===== src/fpe_pkg.sv =====
package fpe_pkg;
	// ----------------------------------------
	// Register byte addresses
	// ----------------------------------------
	localparam logic [7:0] ADR_CTRL_LOW = 8'h00;
	localparam logic [7:0] ADR_CTRL_HIGH = 8'h04;
	localparam logic [7:0] ADR_ESEL_LOW = 8'h08;
	localparam logic [7:0] ADR_ESEL_HIGH = 8'h0c;
	localparam logic [7:0] ADR_OVERLAY = 8'h10;
	localparam logic [7:0] ADR_STATUS = 8'h14;
	// ----------------------------------------
	// Field positions
	// ----------------------------------------
	localparam int BIT_PULSE = 0;
	localparam int BIT_ERASE = 1;
	localparam int BIT_PVERIFY = 2;
	localparam int BIT_EVERIFY = 3;
	localparam int BIT_PSETUP = 4;
	localparam int BIT_ESETUP = 5;
	localparam int BIT_UNLOCK = 6;
	localparam int BIT_ERROR = 7;
	localparam int OVL_SEL_LO = 0;
	localparam int OVL_SEL_HI = 1;
	localparam int OVL_ENABLE = 2;
	localparam logic [7:0] CTRL_LOW_WMASK = 8'h7f;
	localparam logic [7:0] CTRL_HIGH_WMASK = 8'h3f;
	// ----------------------------------------
	// Reset values
	// ----------------------------------------
	localparam logic [7:0] RST_CTRL = 8'h00;
	localparam logic [7:0] RST_ESEL = 8'h00;
	localparam logic [2:0] RST_OVERLAY = 3'h0;
	// ----------------------------------------
	// Overlay geometry
	// ----------------------------------------
	localparam logic [3:0] OVL_AREA_TAG = 4'h8;
	localparam int OVL_BLK_AW = 12;
	typedef enum logic [2:0] {
		FM_READ = 3'b000,
		FM_PROGRAM = 3'b001,
		FM_ERASE = 3'b010,
		FM_PVERIFY = 3'b011,
		FM_EVERIFY = 3'b100
	} fpe_mode_e;
	typedef struct packed {
		logic flash_read;
		logic exception_entry;
		logic sleep_exec;
		logic bus_grant;
	} fpe_cpu_evt_s;
	typedef struct packed {
		logic wdt_reset;
		logic sw_standby;
		logic hw_standby;
		logic user_mode;
	} fpe_sys_s;
endpackage : fpe_pkg


===== src/fpe_protect.sv =====
// The Wishbone interface to the registers and the register addresses were chosen for this implementation.
`timescale 1ns/100ps
`default_nettype none
module fpe_protect
	import fpe_pkg::*;
(
	input wire logic mclk,
	input wire logic reset_n,
	input wire logic wb_cyc_i,
	input wire logic wb_stb_i,
	input wire logic wb_we_i,
	input wire logic [7:0] wb_adr_i,
	input wire logic [3:0] wb_sel_i,
	input wire logic [31:0] wb_dat_i,
	output logic [31:0] wb_dat_o,
	output logic wb_ack_o,
	input wire logic program_enable_pin,
	input wire fpe_sys_s sys,
	input wire fpe_cpu_evt_s evt,
	input wire logic [17:0] cpu_addr,
	input wire logic cpu_addr_valid,
	output logic apply_program_low,
	output logic apply_program_high,
	output logic apply_erase_low,
	output logic apply_erase_high,
	output logic apply_pverify_low,
	output logic apply_pverify_high,
	output logic apply_everify_low,
	output logic apply_everify_high,
	output logic [15:0] erase_blocks,
	output logic flash_error_flag,
	output logic ram_select,
	output logic [11:0] ram_addr
);
	// ----------------------------------------
	// Register file
	// ----------------------------------------
	logic [7:0] flash_ctrl_low_bank;
	logic [7:0] flash_ctrl_high_bank;
	logic [7:0] erase_select_low_bank;
	logic [7:0] erase_select_high_bank;
	logic [2:0] ram_overlay_register;
	fpe_mode_e mode;
	fpe_mode_e next_mode;
	logic exc_pending;
	logic next_error;
	logic clr_regs;
	logic err_clear;
	logic busy;
	logic reg_wr;
	logic bus_req;
	logic allow_pe;
	logic allow_verify;
	logic next_prog_low;
	logic next_prog_high;
	logic next_erase_low;
	logic next_erase_high;
	logic ovl_on;
	logic ovl_hit;
	logic [7:0] rd_byte;

	function automatic logic adr_is(input logic [7:0] a, input logic [7:0] r);
		adr_is = (a[7:2] == r[7:2]);
	endfunction : adr_is

	assign bus_req = wb_cyc_i & wb_stb_i & ~wb_ack_o;
	assign reg_wr = bus_req & wb_we_i & wb_sel_i[0];
	// Pin low, watchdog reset and both standbys reinitialise the control and erase-select banks, not ram_overlay_register
	assign clr_regs = ~program_enable_pin | sys.wdt_reset | sys.sw_standby
		| sys.hw_standby;
	assign err_clear = sys.wdt_reset | sys.hw_standby;

	always_ff @(posedge mclk or negedge reset_n) begin
		if (!reset_n) begin
			flash_ctrl_low_bank <= RST_CTRL;
			flash_ctrl_high_bank <= RST_CTRL;
			erase_select_low_bank <= RST_ESEL;
			erase_select_high_bank <= RST_ESEL;
			ram_overlay_register <= RST_OVERLAY;
		end else if (clr_regs) begin
			flash_ctrl_low_bank <= RST_CTRL;
			flash_ctrl_high_bank <= RST_CTRL;
			erase_select_low_bank <= RST_ESEL;
			erase_select_high_bank <= RST_ESEL;
		end else if (reg_wr) begin
			// Error entry touches none of these, so contents survive it
			if (adr_is(wb_adr_i, ADR_CTRL_LOW)) begin
				flash_ctrl_low_bank <= wb_dat_i[7:0] & CTRL_LOW_WMASK;
			end
			if (adr_is(wb_adr_i, ADR_CTRL_HIGH)) begin
				flash_ctrl_high_bank <= wb_dat_i[7:0] & CTRL_HIGH_WMASK;
			end
			if (adr_is(wb_adr_i, ADR_ESEL_LOW)) begin
				erase_select_low_bank <= wb_dat_i[7:0];
			end
			if (adr_is(wb_adr_i, ADR_ESEL_HIGH)) begin
				erase_select_high_bank <= wb_dat_i[7:0];
			end
			if (adr_is(wb_adr_i, ADR_OVERLAY)) begin
				ram_overlay_register <= wb_dat_i[2:0];
			end
		end
	end

	// ----------------------------------------
	// Wishbone slave
	// ----------------------------------------
	always_comb begin
		rd_byte = 8'h00;
		if (adr_is(wb_adr_i, ADR_CTRL_LOW)) begin
			rd_byte = flash_ctrl_low_bank;
		end else if (adr_is(wb_adr_i, ADR_CTRL_HIGH)) begin
			rd_byte = {flash_error_flag, flash_ctrl_high_bank[6:0]};
		end else if (adr_is(wb_adr_i, ADR_ESEL_LOW)) begin
			rd_byte = erase_select_low_bank;
		end else if (adr_is(wb_adr_i, ADR_ESEL_HIGH)) begin
			rd_byte = erase_select_high_bank;
		end else if (adr_is(wb_adr_i, ADR_OVERLAY)) begin
			rd_byte = {5'h00, ram_overlay_register};
		end else if (adr_is(wb_adr_i, ADR_STATUS)) begin
			rd_byte = {3'h0, ram_select, flash_error_flag, mode};
		end
	end

	// Unmapped addresses still ack, reading zero, so the master never hangs
	always_ff @(posedge mclk or negedge reset_n) begin
		if (!reset_n) begin
			wb_ack_o <= 1'b0;
			wb_dat_o <= 32'h0000_0000;
		end else begin
			wb_ack_o <= bus_req;
			if (bus_req) begin
				wb_dat_o <= {24'h00_0000, rd_byte};
			end
		end
	end

	// ----------------------------------------
	// Error protection
	// ----------------------------------------
	assign busy = apply_program_low | apply_program_high | apply_erase_low | apply_erase_high;
	assign next_error = ~err_clear & (flash_error_flag | exc_pending
		| (busy & (evt.flash_read | evt.sleep_exec | evt.bus_grant)));

	// Exception flags one cycle late, after the handler entry itself
	always_ff @(posedge mclk or negedge reset_n) begin
		if (!reset_n) begin
			exc_pending <= 1'b0;
		end else begin
			exc_pending <= busy & evt.exception_entry & ~err_clear;
		end
	end

	always_ff @(posedge mclk or negedge reset_n) begin
		if (!reset_n) begin
			flash_error_flag <= 1'b0;
		end else begin
			flash_error_flag <= next_error;
		end
	end

	// ----------------------------------------
	// Pulse gating
	// ----------------------------------------
	// Using next_error drops the pulse in the very cycle the flag rises
	assign allow_pe = program_enable_pin & flash_ctrl_low_bank[BIT_UNLOCK]
		& ~ram_overlay_register[OVL_ENABLE] & ~next_error & ~clr_regs;
	assign allow_verify = program_enable_pin & flash_ctrl_low_bank[BIT_UNLOCK] & ~clr_regs;
	assign next_prog_low = allow_pe & flash_ctrl_low_bank[BIT_PULSE];
	assign next_prog_high = allow_pe & flash_ctrl_high_bank[BIT_PULSE];
	assign next_erase_low = allow_pe & flash_ctrl_low_bank[BIT_ERASE]
		& (|erase_select_low_bank);
	assign next_erase_high = allow_pe & flash_ctrl_high_bank[BIT_ERASE]
		& (|erase_select_high_bank);

	always_ff @(posedge mclk or negedge reset_n) begin
		if (!reset_n) begin
			apply_program_low <= 1'b0;
			apply_program_high <= 1'b0;
			apply_erase_low <= 1'b0;
			apply_erase_high <= 1'b0;
			apply_pverify_low <= 1'b0;
			apply_pverify_high <= 1'b0;
			apply_everify_low <= 1'b0;
			apply_everify_high <= 1'b0;
		end else begin
			apply_program_low <= next_prog_low;
			apply_program_high <= next_prog_high;
			apply_erase_low <= next_erase_low;
			apply_erase_high <= next_erase_high;
			apply_pverify_low <= allow_verify & flash_ctrl_low_bank[BIT_PVERIFY];
			apply_pverify_high <= allow_verify & flash_ctrl_high_bank[BIT_PVERIFY];
			apply_everify_low <= allow_verify & flash_ctrl_low_bank[BIT_EVERIFY];
			apply_everify_high <= allow_verify & flash_ctrl_high_bank[BIT_EVERIFY];
		end
	end

	// Only selected blocks of an erasing bank see the erase voltage
	always_ff @(posedge mclk or negedge reset_n) begin
		if (!reset_n) begin
			erase_blocks <= 16'h0000;
		end else begin
			erase_blocks <= {erase_select_high_bank & {8{next_erase_high}},
				erase_select_low_bank & {8{next_erase_low}}};
		end
	end

	// ----------------------------------------
	// Mode tracking
	// ----------------------------------------
	always_comb begin
		next_mode = FM_READ;
		if (next_erase_low | next_erase_high) begin
			next_mode = FM_ERASE;
		end else if (next_prog_low | next_prog_high) begin
			next_mode = FM_PROGRAM;
		end else if (allow_verify & (flash_ctrl_low_bank[BIT_PVERIFY]
			| flash_ctrl_high_bank[BIT_PVERIFY])) begin
			next_mode = FM_PVERIFY;
		end else if (allow_verify & (flash_ctrl_low_bank[BIT_EVERIFY]
			| flash_ctrl_high_bank[BIT_EVERIFY])) begin
			next_mode = FM_EVERIFY;
		end
	end

	always_ff @(posedge mclk or negedge reset_n) begin
		if (!reset_n) begin
			mode <= FM_READ;
		end else begin
			case (next_mode)
				FM_READ, FM_PROGRAM, FM_ERASE, FM_PVERIFY, FM_EVERIFY: begin
					mode <= next_mode;
				end
				default: begin
					mode <= FM_READ;
				end
			endcase
		end
	end

	// ----------------------------------------
	// RAM overlay
	// ----------------------------------------
	// Erase gating above already excludes overlap, so RAM is never erased
	assign ovl_on = ram_overlay_register[OVL_ENABLE] & sys.user_mode;
	assign ovl_hit = cpu_addr_valid & ovl_on & (cpu_addr[17:14] == OVL_AREA_TAG)
		& (cpu_addr[13:12] == {ram_overlay_register[OVL_SEL_HI],
		ram_overlay_register[OVL_SEL_LO]});

	always_ff @(posedge mclk or negedge reset_n) begin
		if (!reset_n) begin
			ram_select <= 1'b0;
			ram_addr <= 12'h000;
		end else begin
			ram_select <= ovl_hit;
			ram_addr <= cpu_addr[OVL_BLK_AW-1:0];
		end
	end
endmodule : fpe_protect
`default_nettype wire


===== config.mk =====
export PLATFORM = sky130hd
export DESIGN_NAME = fpe_protect
export DESIGN_NICKNAME = d
export VERILOG_FILES = /design/src/fpe_pkg.sv /design/src/fpe_protect.sv
export SDC_FILE = /design/constraint.sdc
export NUM_CORES = 1
export LEC_CHECK = 0
export BUFFER_PORTS_ARGS = -buffer_cell sky130_fd_sc_hd__buf_4
export CORE_MARGIN = 5
export CORE_UTILIZATION = 30
export CTS_CLUSTER_SIZE = 20
export DETAILED_ROUTE_END_ITERATION = 16
export SLEW_MARGIN = 10
export SYNTH_ARGS = -nofsm -noshare
export SYNTH_HDL_FRONTEND = slang
export SYNTH_SLANG_ARGS = --single-unit

===== constraint.sdc =====
create_clock -name mclk -period 5.6 [get_ports mclk]
set_clock_uncertainty 0.1 [all_clocks]
set_input_delay 1.12 -clock mclk [delete_from_list [all_inputs] [get_ports mclk]]
set_output_delay 1.12 -clock mclk [all_outputs]
set_load 0.03 [all_outputs]

==> results.toml <==
[drt]
viasPerCell = 4.82
wl_per_cell_um = 15.9
via_count = 2864
finalWirelength_um = 9450
drtPass1Iterations = 4
postRouteAntennaNets = 0
drt_iter0_markers = 191
remaining_drc_errors = 0

[cts]
hold_buffers = 0
clock_latency_ps = 330
post_cts_resize_count = 0
cts_setup_buffers = 0
cts_made_buffers = 9
cts_buffer_depth = 2
tritoncts = "yes"
clkSinkCount = 83
cts.clk_slew.worst_paths_ps = 60
htree_levels = 3
cts_root_buffer = "clkbuf_16"

[placement]
io_buffers = 94
dp_hpwl_um = 6840
gp_congestion = 0.819

[worst_setup_path]
rr_worst_depth = 5
crit_family = "compound AO/OA/AOI/OAI gates"
critPathKind = "input port to register"
crit_buf_inv = 2
slowest_delay_ps = 700
cp.required_ps = 5730
worstPathArrival_ps = 3200
crit_top_cell = "buf_4"
cp_max_fo = 63
cp-start-kind = "input port"
worst-path-stages = 6
crit_slowest_cell = "o2111a_1"
crit_path_end_kind = "register"
cp_cell_sequence = "buf_4 -> nor4b_4 -> buf_4 -> o2111a_1 -> o21ai_0 -> a22oi_1"

[power]
peakVddDrop_uv = 184
total_power_mw = 1.32
p_per_area_mw_per_mm2 = 278
p_leak_nw = 2.29

[global_routing]
grt_overflow = 0
grt_pass1_wl_um = 14900
grt_usage_pct = 13.0
first_global_vias = 2757
grt_max_degree = 84
antenna_found_initial = 0

[sta]
max_freq_ghz = 0.326
fin_tns_setup_ps = 0
min_period_over_period_pct = 54.8
tightestPinTransition_ps = 1030
drv_slew = 0
relSlewSlack_pct = 31.5
layout_min_cycle_time_ps = 3070
hold_viol = 0
setup_viol = 0
rsz0062_at_grt = "no"

[floorplan]
pin_count = 148
start_util_pct = 30.7
die-area_mm2 = 0.0147
core-area_mm2 = 0.0121
die_h_um = 121
rows = 40
die_w_um = 121

[final_layout]
drive_above_1_share_pct = 31.7
final_common_cell = "buf_4"
diodes = 0
multi_input_comb_area_mm2 = 0.00142
fillers = 1159
area_growth_pct = 28.5
regArea_mm2 = 0.00208
mostFrequentLayoutCells = "95 x buf_4, 83 x dfrtp_1, 32 x nand2_1"
finish.net_count = 498

[logic_synthesis]
ys_seq_area_share_pct = 56.1
yosysTopAreaCell = "dfrtp_1"
ys.flop_type = "dfrtp_1"
synth_top_area_share_pct = 56.1
ys_warn_count = 0
avgSynthCellArea_um2 = 11.0
syn_inst = 336
ys_types = 48
synthArstFlopShare_pct = 100
synth_seq_cells = 83
synthesis.area_mm2 = 0.00370
synth-edff-count = 0
synthTopCellsByArea = "dfrtp_1 56%, buf_4 4.9%, o21ai_0 4.2%"

[worst_hold_path]
hold_depth = 2
hp-class = "register to register"

[status]
status = "complete, no violations"

[flow_run]
cap_violations = 0
-- metal layers --
layer / routed length (um) / track usage (%) / up-vias
met4: 113 / 3.26 / 0
met5: 0 / 0 / -
li1: - / - / 1319
met2: 4430 / 20.4 / 118
met3: 935 / 4.62 / 10
met1: 3970 / 17.0 / 1417
-- cell usage after synthesis, drive strengths merged, types with 2 or more instances --
| master | count |
|---|---|
| nor2 | 8 |
| nor4 | 7 |
| and2 | 2 |
| nand2 | 32 |
| nor4b | 3 |
| a22o | 3 |
| mux2i | 5 |
| clkbuf | 12 |
| and3 | 20 |
| dfrtp | 83 |
| o31ai | 2 |
| nor2b | 4 |
| o22ai | 2 |
| nor3 | 2 |
| inv | 7 |
| nand3 | 33 |
| buf | 32 |
| or4 | 7 |
| mux4 | 4 |
| nand2b | 2 |
| mux2 | 3 |
| a21oi | 3 |
| xor2 | 2 |
| nand3b | 2 |
| a22oi | 4 |
| o21ai | 38 |
-- registers in the layout, indices dropped and copies added (netlist names), 3 cells and up --
signal and flops:
erase_select_high_bank 8, mode 3, wb_dat_o 8, flash_ctrl_low_bank 7
erase_blocks 16, flash_ctrl_high_bank 6, ram_overlay_register 3, erase_select_low_bank 8
ram_addr 12
-- final timing paths --
check	slack [ps]	to	start
hold reg to reg	420	flash_ctrl_low_bank[4]	flash_ctrl_low_bank[4]
min in group asynchronous	870	ram_addr[4]	reset_n
setup reg to reg	3020	ram_overlay_register[0]	wb_ack_o
max in group asynchronous	3870	mode[2]	reset_n
hold / removal	420	flash_ctrl_low_bank[4]	flash_ctrl_low_bank[4]
setup / recovery	2530	mode[0]	sys[3]
-- per-stage QoR --
step | cells | instance area [um2] | util, % | hold slack (ps) | setup WS (ps)
floorplan | 359 | 3790 | - | 371 | 2710
global placement | 578 | 4440 | 36.8 | 397 | 2240
detailed placement | 578 | 4440 | 36.8 | 405 | 2200
CTS | 594 | 4760 | 39.4 | 421 | 2550
global route | 594 | 4760 | 39.4 | 433 | 2350
finish | 594 | 4760 | 39.4 | 417 | 2530
-- power by group --
| group | leakage (nW) | internal, mW | switching [mW] |
|---|---|---|---|
| Clock | 0.144 | 0.370 | 0.231 |
| Combinational | 1.02 | 0.0360 | 0.0749 |
| Sequential | 1.13 | 0.606 | 0.00195 |
| Total | 2.29 | 1.01 | 0.308 |
-- worst min-delay path, cell delays in order (launching register included) --
cell     delay, ps
dfrtp_1        370
nand3_2         70
o21ai_2         50
-- logic make-up after synthesis --
group	count (synthesis)	synth area share [%]
AO/OA/AOI/OAI	60	10.3
flip-flops	83	56.1
buffers and inverters	51	8.35
XOR/XNOR	2	0.474
AND/OR/NAND/NOR	127	19.9
multiplexers	12	4.70
other	1	0.101
-- area by class of cell --
type | count | share of cell area, %
sequential | 83 | 43.7
multi-input combinational | 225 | 29.8
timing repair buffer | 95 | 15.0
clock buffer | 11 | 5.31
tap | 168 | 4.42
clock inverter | 5 | 1.29
inverter | 7 | 0.552
Power figures use the tool's default switching activity.
